$ cat config.mk
export PLATFORM = sky130hd
export DESIGN_NAME = skip_table_read_xor_exec
export DESIGN_NICKNAME = d
export VERILOG_FILES = /design/src/hw/skip_table_pkg.sv /design/src/hw/wb_reg_slave.sv /design/src/hw/skip_table_read_xor_exec.sv
export VERILOG_INCLUDE_DIRS = /design/src /design/src/hw
export SDC_FILE = /design/constraint.sdc
export NUM_CORES = 1
export LEC_CHECK = 0
export ABC_AREA = 1
export BUFFER_PORTS_ARGS = -buffer_cell sky130_fd_sc_hd__buf_4
export CAP_MARGIN = 30
export CORE_ASPECT_RATIO = 1.5
export CORE_MARGIN = 10
export CORE_UTILIZATION = 50
export CTS_BUF_LIST = sky130_fd_sc_hd__clkbuf_16
export CTS_CLUSTER_DIAMETER = 30
export DETAILED_ROUTE_END_ITERATION = 12
export PLACE_DENSITY = 0.88
export SETUP_SLACK_MARGIN = 0.15
export SLEW_MARGIN = 40
export SYNTH_ARGS = -nofsm -noshare
export SYNTH_HDL_FRONTEND = slang
export SYNTH_SLANG_ARGS = --single-unit
$ cat constraint.sdc
create_clock -name clk_i -period 1.55 [get_ports clk_i]
set_input_delay 0 -clock clk_i [delete_from_list [all_inputs] [get_ports clk_i]]
set_output_delay 0 -clock clk_i [all_outputs]
set_load 0.01 [all_outputs]
$ cat src/hw/skip_table_cfg.svh
// Purpose: Constants for the skip, table read and XOR execution block
// Assumes: Word-aligned register offsets on a 32-bit Wishbone bus
// Notes:   Offsets are byte addresses
`ifndef SKIP_TABLE_CFG_SVH
`define SKIP_TABLE_CFG_SVH

// ---------------------------------------------------------------
// Register offsets
// ---------------------------------------------------------------
`define OFS_ACCUM        8'h00
`define OFS_TBL_PTR_LOW  8'h04
`define OFS_TBL_PTR_HIGH 8'h08
`define OFS_TBL_HIGH     8'h0c
`define OFS_STATUS       8'h10

// ---------------------------------------------------------------
// Status field positions
// ---------------------------------------------------------------
`define ST_ZERO_BIT      0
`define ST_SKIP_BIT      1
`define ST_BUSY_BIT      2

// ---------------------------------------------------------------
// Reset values
// ---------------------------------------------------------------
`define RST_BYTE         8'h00
`define RST_ZERO_FLAG    1'b0

`endif

$ cat src/hw/skip_table_pkg.sv
// Purpose: Types for the skip, table read and XOR execution block
// Assumes: Three-bit operation code from the decode stage
// Notes:   States are one-hot
package skip_table_pkg;

  typedef enum logic [2:0] {
    copy_test_skip_op              = 3'h0,
    test_skip_op                   = 3'h1,
    table_read_current_page_op     = 3'h2,
    table_read_last_page_op        = 3'h3,
    preinc_table_read_op           = 3'h4,
    preinc_table_read_last_page_op = 3'h5,
    xor_to_accumulator_op          = 3'h6,
    xor_to_memory_op               = 3'h7
  } op_code_t;

  typedef enum logic [6:0] {
    st_idle    = 7'h01,
    st_dm_req  = 7'h02,
    st_dm_data = 7'h04,
    st_pm_req  = 7'h08,
    st_pm_data = 7'h10,
    st_write   = 7'h20,
    st_dummy   = 7'h40
  } exec_state_t;

endpackage

$ cat src/hw/wb_reg_slave.sv
// Purpose: Classic Wishbone slave front end with registered answer
// Assumes: One aligned 32-bit word per register, byte lane 0 carries data
// Notes:   Unmapped addresses answer with zero and ignore writes
`timescale 1ns/100ps
`include "skip_table_cfg.svh"

module wb_reg_slave (
  // Clock and reset
  input  wire logic       clk_i,
  input  wire logic       rst_i,
  // Wishbone slave
  input  wire logic       wb_cyc_i,
  input  wire logic       wb_stb_i,
  input  wire logic       wb_we_i,
  input  wire logic [7:0] wb_adr_i,
  input  wire logic [3:0] wb_sel_i,
  output logic      [31:0] wb_dat_o,
  output logic            wb_ack_o,
  // Register file side
  input  wire logic [7:0] rd_accum_i,
  input  wire logic [7:0] rd_ptr_low_i,
  input  wire logic [7:0] rd_ptr_high_i,
  input  wire logic [7:0] rd_tbl_high_i,
  input  wire logic [7:0] rd_status_i,
  output logic            wr_accum_o,
  output logic            wr_ptr_low_o,
  output logic            wr_ptr_high_o,
  output logic            wr_status_o
);

  wire       take_req  = wb_cyc_i && wb_stb_i && !wb_ack_o;
  wire       wr_lane   = wb_cyc_i && wb_stb_i && wb_ack_o && wb_we_i && wb_sel_i[0];
  wire       hit_acc   = (wb_adr_i == `OFS_ACCUM);
  wire       hit_plo   = (wb_adr_i == `OFS_TBL_PTR_LOW);
  wire       hit_phi   = (wb_adr_i == `OFS_TBL_PTR_HIGH);
  wire       hit_tbh   = (wb_adr_i == `OFS_TBL_HIGH);
  wire       hit_sta   = (wb_adr_i == `OFS_STATUS);
  wire [7:0] rd_sel    = hit_acc ? rd_accum_i    :
                         hit_plo ? rd_ptr_low_i  :
                         hit_phi ? rd_ptr_high_i :
                         hit_tbh ? rd_tbl_high_i :
                         hit_sta ? rd_status_i   : 8'h00;

  // Strobes act on the edge where the master samples ack
  assign wr_accum_o    = wr_lane && hit_acc;
  assign wr_ptr_low_o  = wr_lane && hit_plo;
  assign wr_ptr_high_o = wr_lane && hit_phi;
  assign wr_status_o   = wr_lane && hit_sta;

  always_ff @(posedge clk_i) begin
    if (rst_i) begin
      wb_ack_o <= 1'b0;
      wb_dat_o <= 32'h0000_0000;
    end else begin
      wb_ack_o <= take_req;
      wb_dat_o <= take_req ? {24'h00_0000, rd_sel} : 32'h0000_0000;
    end
  end

endmodule

$ cat src/hw/skip_table_read_xor_exec.sv
// Purpose: Executes the skip, table read and XOR group of core instructions
// Assumes: Data and program memories return read data one cycle after the read strobe
// Notes:   Accumulator, zero flag, table pointers and latch live here
`timescale 1ns/100ps
`include "skip_table_cfg.svh"

module skip_table_read_xor_exec
  import skip_table_pkg::*;
#(
  parameter int DM_AW = 9,
  parameter int PM_AW = 16
) (
  // Clock and reset
  input  wire logic               clk_i,
  input  wire logic               rst_i,
  // Decoded instruction from fetch stage
  input  wire logic               op_valid_i,
  input  wire op_code_t           op_code_i,
  input  wire logic [DM_AW-1:0]   op_addr_i,
  input  wire logic [2:0]         op_bit_i,
  input  wire logic [PM_AW-9:0]   cur_page_i,
  output logic                    op_ready_o,
  output logic                    skip_o,
  output logic                    dummy_o,
  // Data memory
  output logic      [DM_AW-1:0]   dm_addr_o,
  output logic                    dm_rd_o,
  output logic                    dm_wr_o,
  output logic      [7:0]         dm_wdata_o,
  input  wire logic [7:0]         dm_rdata_i,
  // Program memory
  output logic      [PM_AW-1:0]   pm_addr_o,
  output logic                    pm_rd_o,
  input  wire logic [15:0]        pm_rdata_i,
  // Core state
  output logic      [7:0]         acc_o,
  output logic                    zero_o,
  output logic      [7:0]         table_high_latch_o,
  // Wishbone slave
  input  wire logic               wb_cyc_i,
  input  wire logic               wb_stb_i,
  input  wire logic               wb_we_i,
  input  wire logic [7:0]         wb_adr_i,
  input  wire logic [3:0]         wb_sel_i,
  input  wire logic [31:0]        wb_dat_i,
  output logic      [31:0]        wb_dat_o,
  output logic                    wb_ack_o
);

  if (DM_AW < 1 || DM_AW > 16) begin : g_bad_dm
    $error("DM_AW out of range");
  end
  if (PM_AW < 9 || PM_AW > 16) begin : g_bad_pm
    $error("PM_AW out of range");
  end

  // ---------------------------------------------------------------
  // State
  // ---------------------------------------------------------------
  exec_state_t            state_reg;
  exec_state_t            state_next;
  op_code_t               op_reg;
  logic [2:0]             bit_reg;
  logic [7:0]             table_pointer_low;
  logic [PM_AW-9:0]       table_pointer_high;
  logic                   skip_pending_reg;

  logic                   wr_accum;
  logic                   wr_ptr_low;
  logic                   wr_ptr_high;
  logic                   wr_status;

  // ---------------------------------------------------------------
  // Decode
  // ---------------------------------------------------------------
  wire        accept       = op_valid_i && op_ready_o;
  wire        accept_skip  = accept && skip_pending_reg;
  wire        accept_exec  = accept && !skip_pending_reg;
  wire        is_table_op  = (op_code_i == table_read_current_page_op) ||
                             (op_code_i == table_read_last_page_op) ||
                             (op_code_i == preinc_table_read_op) ||
                             (op_code_i == preinc_table_read_last_page_op);
  wire        is_preinc    = (op_code_i == preinc_table_read_op) ||
                             (op_code_i == preinc_table_read_last_page_op);
  wire        is_last_page = (op_code_i == table_read_last_page_op) ||
                             (op_code_i == preinc_table_read_last_page_op);
  wire [7:0]  ptr_low_used = is_preinc ? 8'(table_pointer_low + 8'h01)
                                       : table_pointer_low;
  wire [PM_AW-9:0] last_page = '1;
  wire [PM_AW-9:0] page_used =
      is_last_page                           ? last_page :
      (op_code_i == preinc_table_read_op)    ? table_pointer_high :
                                               cur_page_i;
  wire [PM_AW-1:0] pm_addr_next = {page_used, ptr_low_used};

  wire [7:0]  xor_res      = acc_o ^ dm_rdata_i;
  wire        xor_zero     = (xor_res == 8'h00);
  wire        in_dm_data   = (state_reg == st_dm_data);
  wire        skip_taken   = in_dm_data &&
      (((op_reg == copy_test_skip_op) && (dm_rdata_i == 8'h00)) ||
       ((op_reg == test_skip_op) && !dm_rdata_i[bit_reg]));
  wire        xor_acc_now  = in_dm_data && (op_reg == xor_to_accumulator_op);
  wire        xor_mem_now  = in_dm_data && (op_reg == xor_to_memory_op);
  wire        copy_now     = in_dm_data && (op_reg == copy_test_skip_op);
  wire        pm_data_now  = (state_reg == st_pm_data);
  wire [7:0]  status_rd    = {5'h00, (state_reg != st_idle), skip_pending_reg, zero_o};

  // ---------------------------------------------------------------
  // Sequencer
  // ---------------------------------------------------------------
  always_comb begin
    state_next = state_reg;
    case (state_reg)
      st_idle: begin
        if (accept_skip) begin
          state_next = st_dummy;
        end else if (accept_exec && is_table_op) begin
          state_next = st_pm_req;
        end else if (accept_exec) begin
          state_next = st_dm_req;
        end
      end
      st_dm_req:  state_next = st_dm_data;
      st_dm_data: state_next = xor_mem_now ? st_write : st_idle;
      st_pm_req:  state_next = st_pm_data;
      st_pm_data: state_next = st_write;
      st_write:   state_next = st_idle;
      st_dummy:   state_next = st_idle;
      default:    state_next = st_idle;
    endcase
  end

  always_ff @(posedge clk_i) begin
    if (rst_i) begin
      state_reg  <= st_idle;
      op_reg     <= copy_test_skip_op;
      bit_reg    <= 3'h0;
      op_ready_o <= 1'b0;
    end else begin
      state_reg  <= state_next;
      op_reg     <= accept ? op_code_i : op_reg;
      bit_reg    <= accept ? op_bit_i : bit_reg;
      op_ready_o <= (state_next == st_idle);
    end
  end

  // ---------------------------------------------------------------
  // Skip and dummy cycle
  // ---------------------------------------------------------------
  always_ff @(posedge clk_i) begin
    if (rst_i) begin
      skip_pending_reg <= 1'b0;
      skip_o           <= 1'b0;
      dummy_o          <= 1'b0;
    end else begin
      if (skip_taken) begin
        skip_pending_reg <= 1'b1;
      end else if (accept_skip) begin
        skip_pending_reg <= 1'b0;
      end
      skip_o  <= skip_taken;
      dummy_o <= accept_skip;
    end
  end

  // ---------------------------------------------------------------
  // Memory ports
  // ---------------------------------------------------------------
  always_ff @(posedge clk_i) begin
    if (rst_i) begin
      dm_addr_o  <= '0;
      dm_rd_o    <= 1'b0;
      dm_wr_o    <= 1'b0;
      dm_wdata_o <= `RST_BYTE;
      pm_addr_o  <= '0;
      pm_rd_o    <= 1'b0;
    end else begin
      dm_addr_o <= accept_exec ? op_addr_i : dm_addr_o;
      dm_rd_o   <= accept_exec && !is_table_op;
      pm_addr_o <= (accept_exec && is_table_op) ? pm_addr_next : pm_addr_o;
      pm_rd_o   <= accept_exec && is_table_op;
      dm_wr_o   <= (state_next == st_write);
      if (xor_mem_now) begin
        dm_wdata_o <= xor_res;
      end else if (pm_data_now) begin
        dm_wdata_o <= pm_rdata_i[7:0];
      end
    end
  end

  // ---------------------------------------------------------------
  // Accumulator, zero flag, pointers, latch
  // ---------------------------------------------------------------
  // Execution wins over a software write landing on the same edge
  always_ff @(posedge clk_i) begin
    if (rst_i) begin
      acc_o              <= `RST_BYTE;
      zero_o             <= `RST_ZERO_FLAG;
      table_pointer_low  <= `RST_BYTE;
      table_pointer_high <= '0;
      table_high_latch_o <= `RST_BYTE;
    end else begin
      if (xor_acc_now) begin
        acc_o <= xor_res;
      end else if (copy_now) begin
        acc_o <= dm_rdata_i;
      end else if (wr_accum) begin
        acc_o <= wb_dat_i[7:0];
      end
      if (xor_acc_now || xor_mem_now) begin
        zero_o <= xor_zero;
      end else if (wr_status) begin
        zero_o <= wb_dat_i[`ST_ZERO_BIT];
      end
      if (accept_exec && is_table_op && is_preinc) begin
        table_pointer_low <= ptr_low_used;
      end else if (wr_ptr_low) begin
        table_pointer_low <= wb_dat_i[7:0];
      end
      if (wr_ptr_high) begin
        table_pointer_high <= wb_dat_i[PM_AW-9:0];
      end
      if (pm_data_now) begin
        table_high_latch_o <= pm_rdata_i[15:8];
      end
    end
  end

  // ---------------------------------------------------------------
  // Register access
  // ---------------------------------------------------------------
  wb_reg_slave u_regs (
    .clk_i         (clk_i),
    .rst_i         (rst_i),
    .wb_cyc_i      (wb_cyc_i),
    .wb_stb_i      (wb_stb_i),
    .wb_we_i       (wb_we_i),
    .wb_adr_i      (wb_adr_i),
    .wb_sel_i      (wb_sel_i),
    .wb_dat_o      (wb_dat_o),
    .wb_ack_o      (wb_ack_o),
    .rd_accum_i    (acc_o),
    .rd_ptr_low_i  (table_pointer_low),
    .rd_ptr_high_i (8'(table_pointer_high)),
    .rd_tbl_high_i (table_high_latch_o),
    .rd_status_i   (status_rd),
    .wr_accum_o    (wr_accum),
    .wr_ptr_low_o  (wr_ptr_low),
    .wr_ptr_high_o (wr_ptr_high),
    .wr_status_o   (wr_status)
  );

endmodule

==> impl_metrics.tcl <==
set metrics [dict create \
    antenna_found_initial 0 \
    critical-path-slowest-cell "dfxtp_2" \
    syn_inst 718 \
    detailed_place_hpwl_um 12390 \
    port_buffers 134 \
    wire_per_inst_um 16.96 \
    mean_area_per_synthesized_cell_um2 6.915 \
    cts_num_sinks 95 \
    die_h_um 142.0 \
    leading_cell_types_in_the_layout_fill_and_taps_excluded "169 x buf_4, 117 x nand2_1, 95 x nor2_1, 83 x dfxtp_1, 62 x inv_1" \
    areaGrowthSynthToFinish_pct 46.17 \
    viasPerCell 5.323 \
    finalClockSkew_ns 0.003095 \
    post_route_cells_drive_above_1_share_pct 30.42 \
    finalSetupViolations 0 \
    synth_area_mm2 0.004965 \
    arrival_ns 1.69 \
    largest_registers "pm_addr_o x16, dm_addr_o x9" \
    setup_repair_after_global_routing_missed_its_margin "yes" \
    sum_neg_setup_slack_ns 0 \
    report.final.slew_viol_count 0 \
    worstReg2RegEnd "table_high_latch_o[1]" \
    crit_path_max_fanout 10 \
    reg2regPathDepth 8 \
    maxClockFrequency_mhz 700.1 \
    routed_wl_um 17850 \
    clock_buffer_count_from_cts 9 \
    worst_path_largest_cell_delay_ns 0.34 \
    layout.cells.non_filler 1052 \
    antenna_cells 0 \
    cts-root-to-sink-buffers 2 \
    synth_cell_types 40 \
    final_weighted_congestion_of_routability_driven_global_placement 0.9682 \
    drtPass1Iterations 5 \
    vdd_drop_max_uv 750.5 \
    final_core_utilization_pct 74.90 \
    worst_setup_path_start_kind "register" \
    required_time_of_the_critical_path_ns 1.81 \
    globalRoute.totalOverflow 0 \
    leakage_power_of_the_design_nw 3.335 \
    synth_edf_count 0 \
    fp.dieW_um 101.4 \
    vias 5600 \
    first_pass_grt_wire_length_um 26970 \
    crit_type "register to register" \
    critical_path.most_common_cell "nor2_1" \
    drv_cap 0 \
    clk_transition_reported_paths_ns 0.06 \
    rows 44 \
    dpl_worst_slack_ns 0.09870 \
    tritoncts "yes" \
    rr_startpoint "state_reg[1]" \
    regMostFlops "pm_addr_o" \
    finalCriticalPeriod_ns 1.428 \
    ys_seq_area_share_pct 38.31 \
    power-per-cell-area_mw_per_mm2 924.5 \
    ys_async_sr_fraction_pct 0 \
    synth_warnings 0 \
    die_area_mm2 0.01440 \
    layout.nets 1030 \
    finalWorstSetupSlack_ns 0.1216 \
    top_level_ports 186 \
    endpoint "table_high_latch_o[1]" \
    critical_path.startpoint "state_reg[1]" \
    drt_iter0_drc 361 \
    synth_ff_type "dfxtp_1" \
    layout.cells.most_common "buf_4" \
    start_util_pct 51.24 \
    placed_cells 971 \
    final_antenna_net_count 0 \
    synth_seq_cells 95 \
    fp.coreArea_mm2 0.009689 \
    grt_start_max_net_pins 69 \
    outcome "completed" \
    critical_path.endpoint_type "register" \
    clock-root-buffer "clkbuf_16" \
    crit_chain "inv_1, nand2_2, nor2_1, nand2_2, inv_6, buf_4, nor2_1, nor2_1" \
    track_usage_pct 23.09 \
    hold_start "dm_rdata_i[4]" \
    drc_violations 0 \
    insertion_delay_ns 0.34 \
    r2r_setup_slack_ns 0.12 \
    h-tree-depth 3 \
    final-hold-violation-count 0 \
    first_global_vias 5457 \
    timing.final.crit_share_pct 92.15 \
    largest_register_ffs 16 \
    fin_hold_ws_ns 0.06676 \
    timing.hold.worst.class "primary input to register" \
]
## synthesized netlist by cell type (all sizes together) (2+ instances only)
library cell	number	share of area [%]
nand2	134	11
nor2	115	10
dfxtp	95	38
inv	81	6.1
o21ai	72	7.3
nand3	67	7.7
a21oi	39	3.9
buf	36	5.4
nand4	20	2.5
nor3	13	1.8
a31oi	11	1.4
clkbuf	10	0.76
xor2	6	1.1
nand3b	3	0.45
nor4	3	0.38
clkinv	2	0.15
o211ai	2	0.30
xnor2	2	0.35
## worst max-delay path, delay by kind of cell, from the launching register on
family / cells / cell delay [ns]
AND/OR/NAND/NOR: 5 / 0.56
buffers and inverters: 3 / 0.43
flip-flops: 1 / 0.34
## metrics by stage
stage          cell area [um^2]  power [mW]
3_3_place_gp               6123       4.228
3_5_place_dp               6123       4.265
6_report                   7257       6.709
4_1_cts                    6938       6.563
5_1_grt                    7257       6.996
2_1_floorplan              5051       3.661
## final cells by class
class / instances / area, um^2
flip-flops and latches: 95 / 1924
well taps: 115 / 143.9
multi-input cells: 518 / 2716
fillers: 712 / 2432
clock buffers: 9 / 225.2
clock inverters: 7 / 55.05
repair buffers: 225 / 1857
inverters: 83 / 335.3
## repair_timing
item,in CTS,in global routing
resized for setup,15,63
hold buffers,48,0
cloned,0,1
endpoints found under the setup margin,14,46
hold endpoints to repair,55,0
pin swaps,4,25
setup buffers,2,14
## worst min path at each step
stage,end,cells past startpoint,slack (ns)
after floorplan,dm_addr_o[0],2,0.13
after global placement,dm_addr_o[6],3,0.22
after detailed placement,dm_addr_o[6],3,0.23
after CTS,skip_o,6,0.05
after global routing,skip_o,6,0.12
final,skip_o,6,0.07
## power by group
group          internal [mW]  leakage, nW  switching, mW  total (mW)
clock                   1.22        0.143          0.918        2.14
combinational          0.770         2.42          0.986        1.76
sequential              2.66        0.775          0.155        2.81
## cell families (layout without fill, tap and decap cells)
group           Yosys count  after routing  share of synthesized area, %
compound gates          127            127                         13.46
xor+xnor                  8              8                         1.411
fa+ha+maj                 1              1                        0.2520
buf+inv                 129            324                         12.42
flops                    95             95                         38.31
other cells               1             24                       0.07553
simple gates            357            358                         34.07
## layer usage
metal	vias to the layer above	wire, um	global-route usage (%)
met3	62	1595	5.785
met2	275	9439	41.82
met1	2526	6081	23.88
met4	0	729	10.82
li1	2737	-	-
met5	-	0	0
Note: power is estimated with default switching activity, not from simulation.
